`config.mk`:
```
export PLATFORM = sky130hd
export DESIGN_NAME = bridge_pwm_steering_shutdown
export DESIGN_NICKNAME = d
export VERILOG_FILES = /design/src/pwm_bridge_pkg.sv /design/src/bridge_pwm_steering_shutdown.sv
export SDC_FILE = /design/constraint.sdc
export NUM_CORES = 1
export LEC_CHECK = 0
export ABC_AREA = 1
export BUFFER_PORTS_ARGS = -buffer_cell sky130_fd_sc_hd__buf_2
export CORE_UTILIZATION = 43
export CTS_BUF_LIST = sky130_fd_sc_hd__clkbuf_16
export CTS_CLUSTER_SIZE = 40
export DETAILED_ROUTE_END_ITERATION = 16
export GPL_TIMING_DRIVEN = 0
export PLACE_DENSITY = 0.67
export SKIP_CTS_REPAIR_TIMING = 1
export SYNTH_ARGS = -nofsm -noshare
export SYNTH_HDL_FRONTEND = slang
export SYNTH_SLANG_ARGS = --single-unit
```
`constraint.sdc`:
```
create_clock -name sys_clk -period 2.95 [get_ports sys_clk]
set_input_delay 0.59 -clock sys_clk [delete_from_list [all_inputs] [get_ports sys_clk]]
set_output_delay 0.59 -clock sys_clk [all_outputs]
set_load 0.05 [all_outputs]
```
`src/pwm_bridge_pkg.sv`:
```
package pwm_bridge_pkg;

  // ==========================================================================
  // Register map (byte addresses of 32-bit words, data in the low byte; timer count reads back in bits 15:8)
  // ==========================================================================
  localparam logic [7:0] OFS_DEADBAND_RESTART = 8'h00;
  localparam logic [7:0] OFS_SHUTDOWN_CONTROL = 8'h04;
  localparam logic [7:0] OFS_MODE_CONTROL = 8'h08;
  localparam logic [7:0] OFS_PERIOD_LIMIT = 8'h0c;
  localparam logic [7:0] OFS_DUTY = 8'h10;
  localparam logic [7:0] OFS_TIMER_CONTROL = 8'h14;

  // ==========================================================================
  // Reset values
  // ==========================================================================
  localparam logic [7:0] RST_DEADBAND_RESTART = 8'h00;
  localparam logic [7:0] RST_SHUTDOWN_CONTROL = 8'h00;
  localparam logic [7:0] RST_MODE_CONTROL = 8'h00;
  localparam logic [7:0] RST_PERIOD_LIMIT = 8'h00;
  localparam logic [7:0] RST_DUTY = 8'h00;
  localparam logic [7:0] RST_TIMER_CONTROL = 8'h00;

  // ==========================================================================
  // Field positions
  // ==========================================================================
  localparam int RESTART_ENABLE_BIT = 7;
  localparam int DEADBAND_COUNT_MSB = 6;
  localparam int SHUTDOWN_STATUS_BIT = 7;
  localparam int SOURCE_SELECT_MSB = 6;
  localparam int SOURCE_SELECT_LSB = 4;
  localparam int PAIR_AC_MSB = 3;
  localparam int PAIR_AC_LSB = 2;
  localparam int PAIR_BD_MSB = 1;
  localparam int PAIR_BD_LSB = 0;
  localparam int MODE_MSB = 7;
  localparam int MODE_LSB = 6;
  localparam int DIRECTION_BIT = 7;
  localparam int PRESCALE_MSB = 1;
  localparam int PRESCALE_LSB = 0;
  localparam int TIMER_ON_BIT = 2;
  localparam int COUNT_READ_LSB = 8;

  // ==========================================================================
  // Timing: one instruction cycle is four oscillator periods
  // ==========================================================================
  localparam int CLK_PERIOD_NS = 4;
  localparam int INSTR_CYCLE_NS = 4;
  localparam int CLKS_PER_INSTR = (INSTR_CYCLE_NS + CLK_PERIOD_NS - 1)
                                  / CLK_PERIOD_NS;
  localparam logic [4:0] PRESCALE_1 = 5'h01;
  localparam logic [4:0] PRESCALE_4 = 5'h04;
  localparam logic [4:0] PRESCALE_16 = 5'h10;

  // ==========================================================================
  // Types
  // ==========================================================================
  typedef enum logic [1:0] {
    MODE_SINGLE,
    MODE_HALF,
    MODE_FULL_FWD,
    MODE_FULL_REV
  } bridge_mode_t;

  // Four bridge pins: value and output enable, index 0..3 = A..D
  typedef struct packed {
    logic [3:0] level;
    logic [3:0] enable;
  } bridge_pins_t;

  typedef struct packed {
    logic cmp1;
    logic cmp2;
    logic faultN;
  } fault_inputs_t;

endpackage : pwm_bridge_pkg

```
`src/bridge_pwm_steering_shutdown.sv`:
```
// Overview of operation
// - Full bridge drives at most two of four outputs active at once.
// - Forward: A held active, D modulated, B and C inactive.
// - Reverse: C held active, B modulated, A and D inactive.
// - Direction bit written anytime takes effect from the next PWM cycle.
// - One prescaled tick before period end, A/C switch; B/D forced inactive.
// - No dead-band delay at all in full-bridge mode.
// - Half bridge delays only inactive-to-active edges by the dead-band.
// - Seven-bit dead-band count in instruction cycles of four oscillator periods.
// - Shutdown event forces outputs to shutdown levels immediately.
// - Three-bit source select picks comparators and fault pin combinations.
// - Fault input is active low when selected.
// - A/C shutdown state: 00 low, 01 high, 1x high impedance.
// - B/D shutdown state: 00 low, 01 high, 1x high impedance.
// - Hardware sets shutdown status on an event; outputs held while set.
// - With restart enabled, status clears itself once the cause is gone.
// - With restart disabled, status stays set until software writes zero.
// - Status set at period start keeps outputs shut that whole period.
// - After status clears, normal drive resumes at next period start.
// - Writes to the status bit ignored while a selected condition persists.
// - Period boundary is the increment after count equals the limit.
// - Comparator shutdown is a level; status cannot clear while it persists.
// - Software writing one to status forces shutdown like a hardware event.
//
// The implementer's own choices: the address map and the Wishbone interface to the registers.
`timescale 1ns/100ps
module bridge_pwm_steering_shutdown (
  input wire logic sys_clk,
  input wire logic rstn,
  input wire logic wb_cyc_i,
  input wire logic wb_stb_i,
  input wire logic wb_we_i,
  input wire logic [7:0] wb_adr_i,
  input wire logic [3:0] wb_sel_i,
  input wire logic [31:0] wb_dat_i,
  output logic [31:0] wb_dat_o,
  output logic wb_ack_o,
  input wire pwm_bridge_pkg::fault_inputs_t faultInputs,
  output pwm_bridge_pkg::bridge_pins_t bridgePins
);
  import pwm_bridge_pkg::*;

  // ==========================================================================
  // State
  // ==========================================================================
  typedef struct packed {
    logic ack;
    logic [31:0] rdata;
    logic [7:0] deadbandRestartReg;
    logic [6:0] shutdownControlReg;
    logic shutdownStatus;
    logic [7:0] pwmModeControl;
    logic [7:0] periodLimit;
    logic [7:0] duty;
    logic [7:0] timerControl;
    logic [3:0] prescaleCount;
    logic [7:0] periodTimerCount;
    logic [7:0] dutyLatch;
    bridge_mode_t activeMode;
    logic suppressed;
    logic periodBegun;
    logic [1:0] rawPrev;
    logic [6:0] dbCountA;
    logic [6:0] dbCountB;
    logic [3:0] pinNormal;
  } state_t;

  state_t state;
  state_t next_state;

  // ==========================================================================
  // Helper functions
  // ==========================================================================
  // Last prescaler count for the 1, 4 or 16 divide settings
  function automatic logic [3:0] prescaleLast(input logic [1:0] sel);
    logic [4:0] div;
    div = PRESCALE_1;
    case (sel)
      2'h0: div = PRESCALE_1;
      2'h1: div = PRESCALE_4;
      default: div = PRESCALE_16;
    endcase
    prescaleLast = 4'(div - 5'h01);
  endfunction : prescaleLast

  function automatic bridge_mode_t decodeMode(input logic [1:0] field);
    bridge_mode_t m;
    m = MODE_SINGLE;
    case (field)
      2'h0: m = MODE_SINGLE;
      2'h2: m = MODE_HALF;
      2'h1: m = MODE_FULL_FWD;
      default: m = MODE_FULL_REV;
    endcase
    decodeMode = m;
  endfunction : decodeMode

  // Dead-band step: returns {active, next count}
  function automatic logic [7:0] deadbandStep(input logic raw,
                                              input logic prev,
                                              input logic [6:0] cnt,
                                              input logic [6:0] load);
    logic [6:0] eff;
    eff = (raw && !prev) ? load : cnt;
    if (!raw) begin
      deadbandStep = {1'b0, 7'h00};
    end else if (eff == 7'h00) begin
      deadbandStep = {1'b1, 7'h00};
    end else begin
      deadbandStep = {1'b0, 7'(eff - 7'h01)};
    end
  endfunction : deadbandStep

  // Shutdown pair level: {level, enable}
  function automatic logic [1:0] pairLevel(input logic [1:0] field);
    logic [1:0] r;
    r = 2'h1;
    case (field)
      2'h0: r = 2'h1;
      2'h1: r = 2'h3;
      default: r = 2'h0;
    endcase
    pairLevel = r;
  endfunction : pairLevel

  // ==========================================================================
  // Combinational decode of bus, timer, sources and drive
  // ==========================================================================
  logic busReq;
  logic wrStrobe;
  logic faultActive;
  logic [2:0] sourceSelect;
  logic conditionNow;
  logic wrStatusOne;
  logic wrStatusZero;
  logic prescaleTick;
  logic lastWindow;
  logic periodStart;
  bridge_mode_t pendingMode;
  logic steerEarly;
  logic pwmOn;
  logic [7:0] stepA;
  logic [7:0] stepB;
  logic [3:0] driveNormal;
  logic shutdownOut;
  logic [1:0] acLevel;
  logic [1:0] bdLevel;

  // Sources are levels; fault pin counts when low
  always_comb begin
    sourceSelect = state.shutdownControlReg[SOURCE_SELECT_MSB:SOURCE_SELECT_LSB];
    faultActive = !faultInputs.faultN;
    conditionNow = (sourceSelect[0] && faultInputs.cmp1) ||
                   (sourceSelect[1] && faultInputs.cmp2) ||
                   (sourceSelect[2] && faultActive);
    busReq = wb_cyc_i && wb_stb_i;
    wrStrobe = busReq && state.ack && wb_we_i && wb_sel_i[0];
    wrStatusOne = wrStrobe && (wb_adr_i == OFS_SHUTDOWN_CONTROL) &&
                  wb_dat_i[SHUTDOWN_STATUS_BIT];
    wrStatusZero = wrStrobe && (wb_adr_i == OFS_SHUTDOWN_CONTROL) &&
                   !wb_dat_i[SHUTDOWN_STATUS_BIT];
  end

  // Timer time base: one clock per instruction cycle, then prescaler
  always_comb begin
    prescaleTick = state.timerControl[TIMER_ON_BIT] &&
      (state.prescaleCount ==
       prescaleLast(state.timerControl[PRESCALE_MSB:PRESCALE_LSB]));
    lastWindow = state.timerControl[TIMER_ON_BIT] &&
                 (state.periodTimerCount == state.periodLimit);
    periodStart = prescaleTick && lastWindow;
    pendingMode = decodeMode(state.pwmModeControl[MODE_MSB:MODE_LSB]);
    // Early swap only between the two full-bridge directions
    steerEarly = lastWindow &&
                 ((state.activeMode == MODE_FULL_FWD &&
                   pendingMode == MODE_FULL_REV) ||
                  (state.activeMode == MODE_FULL_REV &&
                   pendingMode == MODE_FULL_FWD));
    pwmOn = state.periodTimerCount < state.dutyLatch;
  end

  // Normal drive pattern, index 0..3 = A..D
  always_comb begin
    stepA = deadbandStep(pwmOn, state.rawPrev[0], state.dbCountA,
                         state.deadbandRestartReg[DEADBAND_COUNT_MSB:0]);
    stepB = deadbandStep(!pwmOn, state.rawPrev[1], state.dbCountB,
                         state.deadbandRestartReg[DEADBAND_COUNT_MSB:0]);
    driveNormal = 4'h0;
    case (state.activeMode)
      MODE_SINGLE: driveNormal = {3'h0, pwmOn};
      // Only the rising edge of each output is held back
      MODE_HALF: driveNormal = {2'h0, stepB[7], stepA[7]};
      // No dead-band path here: modulation passes straight through
      MODE_FULL_FWD: driveNormal = {pwmOn, 2'h0, 1'b1};
      MODE_FULL_REV: driveNormal = {1'b0, 1'b1, pwmOn, 1'b0};
      default: driveNormal = 4'h0;
    endcase
    if (steerEarly) begin
      // New direction on A/C, modulated pair parked inactive
      driveNormal = (pendingMode == MODE_FULL_REV) ? 4'h4 : 4'h1;
    end
  end

  // ==========================================================================
  // Next-state logic
  // ==========================================================================
  always_comb begin
    next_state = state;
    next_state.ack = busReq && !state.ack;
    next_state.rdata = 32'h0;
    if (busReq && !state.ack && !wb_we_i) begin
      case (wb_adr_i)
        OFS_DEADBAND_RESTART: next_state.rdata = {24'h0,
                                                  state.deadbandRestartReg};
        OFS_SHUTDOWN_CONTROL: next_state.rdata = {24'h0,
          state.shutdownStatus, state.shutdownControlReg};
        OFS_MODE_CONTROL: next_state.rdata = {24'h0, state.pwmModeControl};
        OFS_PERIOD_LIMIT: next_state.rdata = {24'h0, state.periodLimit};
        OFS_DUTY: next_state.rdata = {24'h0, state.duty};
        OFS_TIMER_CONTROL: next_state.rdata = {16'h0, state.periodTimerCount,
                                               state.timerControl};
        default: next_state.rdata = 32'h0;
      endcase
    end
    // Writes land on the edge where the master sees ack
    if (wrStrobe) begin
      case (wb_adr_i)
        OFS_DEADBAND_RESTART: next_state.deadbandRestartReg = wb_dat_i[7:0];
        OFS_SHUTDOWN_CONTROL: next_state.shutdownControlReg = wb_dat_i[6:0];
        // Taken anytime; copied to activeMode at the boundary, a new direction shows on A/C one prescaled tick before it
        OFS_MODE_CONTROL: next_state.pwmModeControl = wb_dat_i[7:0];
        OFS_PERIOD_LIMIT: next_state.periodLimit = wb_dat_i[7:0];
        OFS_DUTY: next_state.duty = wb_dat_i[7:0];
        OFS_TIMER_CONTROL: next_state.timerControl = {5'h0, wb_dat_i[2:0]};
        default: next_state.duty = state.duty;
      endcase
    end
    // Status: set wins over any clear; clears blocked by a live condition
    if (conditionNow || wrStatusOne) begin
      next_state.shutdownStatus = 1'b1;
    end else if (state.deadbandRestartReg[RESTART_ENABLE_BIT]) begin
      next_state.shutdownStatus = 1'b0;
    end else if (wrStatusZero) begin
      next_state.shutdownStatus = 1'b0;
    end
    // Timer and period boundary
    if (!state.timerControl[TIMER_ON_BIT] || prescaleTick) begin
      next_state.prescaleCount = 4'h0;
    end else begin
      next_state.prescaleCount = 4'(state.prescaleCount + 4'h1);
    end
    if (periodStart) begin
      next_state.periodTimerCount = 8'h0;
      next_state.dutyLatch = state.duty;
      next_state.activeMode = pendingMode;
    end else if (prescaleTick) begin
      next_state.periodTimerCount = 8'(state.periodTimerCount + 8'h01);
    end
    // Pins lag the timer by a clock; releasing at the wrap itself would
    // show the last slot of the old period on the pins
    next_state.periodBegun = periodStart;
    if (state.periodBegun) begin
      next_state.suppressed = state.shutdownStatus;
    end
    if (state.shutdownStatus) begin
      next_state.suppressed = 1'b1;
    end
    next_state.rawPrev = {!pwmOn, pwmOn};
    next_state.dbCountA = stepA[6:0];
    next_state.dbCountB = stepB[6:0];
    next_state.pinNormal = driveNormal;
  end

  // ==========================================================================
  // State register
  // ==========================================================================
  always_ff @(posedge sys_clk or negedge rstn) begin
    if (!rstn) begin
      state <= '0;
      state.deadbandRestartReg <= RST_DEADBAND_RESTART;
      state.shutdownControlReg <= RST_SHUTDOWN_CONTROL[6:0];
      state.shutdownStatus <= RST_SHUTDOWN_CONTROL[SHUTDOWN_STATUS_BIT];
      state.pwmModeControl <= RST_MODE_CONTROL;
      state.periodLimit <= RST_PERIOD_LIMIT;
      state.duty <= RST_DUTY;
      state.timerControl <= RST_TIMER_CONTROL;
      state.activeMode <= MODE_SINGLE;
    end else begin
      state <= next_state;
    end
  end

  // ==========================================================================
  // Outputs
  // ==========================================================================
  // Live condition bypasses the flops so a fault acts without a clock edge
  always_comb begin
    shutdownOut = conditionNow || state.shutdownStatus || state.suppressed;
    acLevel = pairLevel(state.shutdownControlReg[PAIR_AC_MSB:PAIR_AC_LSB]);
    bdLevel = pairLevel(state.shutdownControlReg[PAIR_BD_MSB:PAIR_BD_LSB]);
    wb_ack_o = state.ack;
    wb_dat_o = state.rdata;
    if (shutdownOut) begin
      bridgePins.level = {bdLevel[1], acLevel[1], bdLevel[1], acLevel[1]};
      bridgePins.enable = {bdLevel[0], acLevel[0], bdLevel[0],
                           acLevel[0]};
    end else begin
      bridgePins.level = state.pinNormal;
      bridgePins.enable = 4'hf;
    end
  end

  // ==========================================================================
  // Checks
  // ==========================================================================
  logic isFull;
  assign isFull = (state.activeMode == MODE_FULL_FWD) ||
                  (state.activeMode == MODE_FULL_REV);

  full_two_active_a: assert property (@(posedge sys_clk) disable iff (!rstn)
    isFull && !shutdownOut |-> $countones(bridgePins.level) <= 2)
    else $error("more than two bridge outputs active");

  forward_drive_a: assert property (@(posedge sys_clk) disable iff (!rstn)
    state.activeMode == MODE_FULL_FWD && !steerEarly
    |=> (state.pinNormal[2:0] == 3'h1))
    else $error("forward drive pattern wrong");

  reverse_drive_a: assert property (@(posedge sys_clk) disable iff (!rstn)
    state.activeMode == MODE_FULL_REV && !steerEarly
    |=> (state.pinNormal[0] == 1'b0 && state.pinNormal[3:2] == 2'h1))
    else $error("reverse drive pattern wrong");

  direction_deferred_a: assert property (@(posedge sys_clk) disable iff (!rstn)
    $changed(state.activeMode) |-> $past(periodStart))
    else $error("mode changed off the period boundary");

  early_steer_a: assert property (@(posedge sys_clk) disable iff (!rstn)
    steerEarly |=> state.pinNormal[3] == 1'b0 && state.pinNormal[1] == 1'b0
      && (state.pinNormal[0] ^ state.pinNormal[2]))
    else $error("direction swap pattern wrong");

  full_no_deadband_a: assert property (@(posedge sys_clk) disable iff (!rstn)
    state.activeMode == MODE_FULL_FWD && !steerEarly
    |=> state.pinNormal[3] == $past(pwmOn))
    else $error("delay seen in full bridge");

  half_fall_a: assert property (@(posedge sys_clk) disable iff (!rstn)
    state.activeMode == MODE_HALF && !pwmOn |=> !state.pinNormal[0])
    else $error("falling edge of output A delayed");

  half_delay_a: assert property (@(posedge sys_clk) disable iff (!rstn)
    state.activeMode == MODE_HALF && pwmOn && !state.rawPrev[0] &&
    state.deadbandRestartReg[6:0] == 7'h02 ##1 pwmOn
    |=> !state.pinNormal[0])
    else $error("dead-band shorter than programmed");

  shut_immediate_a: assert property (@(posedge sys_clk) disable iff (!rstn)
    conditionNow |-> bridgePins.enable[0] == acLevel[0] &&
      bridgePins.level[3] == bdLevel[1])
    else $error("outputs not in shutdown state");

  status_set_a: assert property (@(posedge sys_clk) disable iff (!rstn)
    conditionNow |=> state.shutdownStatus)
    else $error("status not set by event");

  write_ignored_a: assert property (@(posedge sys_clk) disable iff (!rstn)
    conditionNow && wrStatusZero |=> state.shutdownStatus)
    else $error("status cleared during condition");

  auto_restart_a: assert property (@(posedge sys_clk) disable iff (!rstn)
    state.deadbandRestartReg[RESTART_ENABLE_BIT] && !conditionNow &&
    !wrStatusOne && state.shutdownStatus |=> !state.shutdownStatus)
    else $error("auto restart did not clear status");

  manual_hold_a: assert property (@(posedge sys_clk) disable iff (!rstn)
    !state.deadbandRestartReg[RESTART_ENABLE_BIT] && state.shutdownStatus &&
    !wrStatusZero |=> state.shutdownStatus)
    else $error("status cleared without write");

  resume_boundary_a: assert property (@(posedge sys_clk) disable iff (!rstn)
    $fell(state.suppressed) |-> $past(state.periodBegun) &&
      !$past(state.shutdownStatus))
    else $error("resumed mid period");

endmodule : bridge_pwm_steering_shutdown

```
==> key figures <==
Run status
  – Status: completed

Clocking
  – Clock Sinks: 104
  – Clk root buf: clkbuf_16
  – H-tree depth: 3
  – CTS tree: built
  – Clock transition at path regs: 0.07 ns
  – Clk_lat worst skew: 0.34 ns
  – Clk buf depth: 2
  – Num CTS Buffers: 9

Synthesis
  – Post-synthesis simple-gate area fraction: 0.229
  – Largest family of logic cells by synthesized area: simple AND/OR/NAND/NOR gates
  – Synth top area cells: dfrtp_1, nand2_1, inv_1
  – Synth Area in Adders: 0.0322
  – Synth Area in Compound Gates: 0.125
  – Synth top area share: 0.479
  – Xor/xnor share of the synthesized area: 0.0129
  – Yosys reg bits: 104
  – Total number of yosys warnings: 0
  – Syn avg cell area: 8.27 um^2
  – Synthesized area: 5440 um^2
  – Mux cell area share after synthesis: 0
  – Post-Synthesis Cells: 657
  – Top cell type by total area after synthesis: dfrtp_1
  – Synth unique cells: 45
  – Seq/Total Area, Yosys: 0.479

Floorplanning
  – Core Area: 12,200 um^2
  – Initial Utilization: 0.447
  – Die H: 114 um
  – Die width: 114 um
  – IO Pins: 93
  – Die ar.: 13,100 um^2
  – # rows: 40

Power
  – Lkg Pwr: 3.15 nW
  – Max rail drop VDD: 0.241 mV
  – Pwr dens: 492 nW/um^2

Layout
  – Number of diodes: 0
  – Fin nets: 799
  – Area grow syn2layout: 15.0%
  – Final std cells w/o fill: 904
  – Commonest non-fill, non-tap cell in the layout: nand2_1
  – Final instance area: 6250 um^2
  – Layout cells sized above 1: 0.198
  – Most frequent cells in the layout: nand2_1, dfrtp_1, inv_1

Timing
  – Worst Max-Slew Pin Slew: 0.798 ns
  – Post-route clock skew: 0.00886 ns
  – Relative slew slack: 0.468
  – Tcrit/Tclk final: 0.916
  – Setup repair after global routing missed its margin: no
  – Slew Viols, Final: 0
  – Setup TNS: 0 ns
  – Fin crit period: 2.70 ns
  – Hold Fails Final Rpt: 0
  – Final-report setup violation count: 0
  – Max Clk Rate: 370 MHz

Setup path
  – Worst Path Max Fanout: 8
  – Levels on crit path: 7
  – Worst R2R Path Depth: 11
  – Crit path kind: reg2out
  – Bufs and invs on worst path: 2
  – CP Launch Type: flop
  – Worst Path Arrival: 2.11 ns
  – Slowest cell on crit path: dfrtp_1
  – Max incr delay on CP: 0.39 ns
  – Crit. End Element: output port
  – Cell family with most CP delay: simple AND/OR/NAND/NOR gates
  – Cell Chain, Critical Path: inv_1, nor2_1, a221oi_1, nand3_2, nand3_1, o21ai_0, buf_2
  – Critical path data required time: 2.36 ns

GRT
  – GRT busiest layer: met2
  – First-pass GRT wire length: 20,300 um
  – Tot GR Track Use: 0.201
  – Gr ovfl total: 0
  – Vias in the first global route: 4,066
  – Met1 Use GR: 0.288
  – Largest net degree at the start of global routing: 65
  – Met2 usage: 0.313
  – Met3 Track Usage GR: 0.0259
  – Initial antenna violation count: 0

Routing
  – Pre-Repair DR Iteration Count: 5
  – Antenna violation net count after detailed routing: 0
  – Final wirelength: 12,300 um
  – Avg WL per Cell: 13.6 um
  – Drt initial violations: 245
  – Post-route DRC: 0
  – Via count: 4,420
  – DR vias/cell: 4.89

Place
  – Post-DP Area: 5970 um^2
  – I/O Buffers: 49
  – Post-detail-place hpwl: 9420 um
  – Post-Place Cells: 890
  – Gpl congestion: 0.842

Run
  – Max Cap Viol: 0

Hold path
  – Worst Hold Class: in2async
[synthesized netlist by cell type (all sizes together)]
cell	count
a41oi	1
inv	95
nor2	53
o211ai	2
a32o	1
o221ai	1
conb	1
a211oi	1
a31oi	5
or2	3
xnor2	2
nor3b	2
nand4	6
nand2	166
ha	14
o22ai	3
xor2	6
a31o	1
o21ai	73
clkbuf	6
a21oi	20
buf	36
a221oi	5
nor4	1
nor3	20
o21a	3
dfrtp	104
nand3b	1
clkinv	1
nand3	24
[sequential cells by signal, indices dropped and copies added, names as in the netlist]
register / cells
wb_dat_o: 16
state: 84
sourceSelect: 3
wb_ack_o: 1
[metal layers]
layer	vias to the layer above	share of wire
met5	-	0
met4	0	0.014
met3	13	0.043
met2	107	0.46
met1	2081	0.48
li1	2219	-
[worst reg2reg max path: cells and delay by family (launching register included)]
kind            cells  cell delay (ns)
xor+xnor            1             0.13
buf+inv             4             0.75
compound gates      1             0.18
fa+ha+maj           1             0.30
flops               1             0.41
simple gates        4             0.63
[worst paths after layout]
check	end	slack (ns)	startpoint
min in group sys_clk	state[21]$_DFFE_PN0P_	0.45	state[20]$_DFF_PN0_
max in group asynchronous	sourceSelect[0]$_DFFE_PN0P_	1.92	rstn
min	wb_dat_o[9]$_DFF_PN0_	0.32	rstn
max reg2reg	state[28]$_DFFE_PN0P_	0.43	state[44]$_DFFE_PN0P_
max	bridgePins[5]	0.25	sourceSelect[2]$_DFFE_PN0P_
min reg2reg	state[21]$_DFFE_PN0P_	0.45	state[20]$_DFF_PN0_
[layout make-up]
cell class | count | area [um^2]
timing repair buffer | 50 | 268
tap | 168 | 210
buffer | 42 | 303
inverter | 96 | 360
clock buffer | 9 | 225
multi-input combinational | 430 | 2230
sequential | 104 | 2600
fill | 1140 | 5910
clock inverter | 5 | 50.0
[power by group]
group	total, mW	switching [mW]	internal [mW]
sequential	1.49	0.0141	1.48
clock	1.15	0.509	0.641
combinational	0.430	0.290	0.140
total	3.07	0.814	2.26
[cells by family after synthesis]
| kind of cell | after synthesis |
|---|---|
| XOR/XNOR | 8 |
| flip-flops | 104 |
| adder cells (fa/ha/maj) | 14 |
| AO/OA/AOI/OAI | 116 |
| other | 1 |
| AND/OR/NAND/NOR | 276 |
| buffers and inverters | 138 |
[stage by stage]
stage           util  total power [mW]  setup WS [ns]  hold WS [ns]
2_1_floorplan      -              1.84         0.0825         0.294
3_3_place_gp   0.489              1.94          0.170         0.423
3_5_place_dp   0.491              1.95          0.270         0.435
4_1_cts        0.513              3.10          0.185         0.360
5_1_grt        0.514              3.22         0.0958         0.402
6_report       0.514              3.07          0.249         0.322
Note: power is estimated with default switching activity, not from simulation.
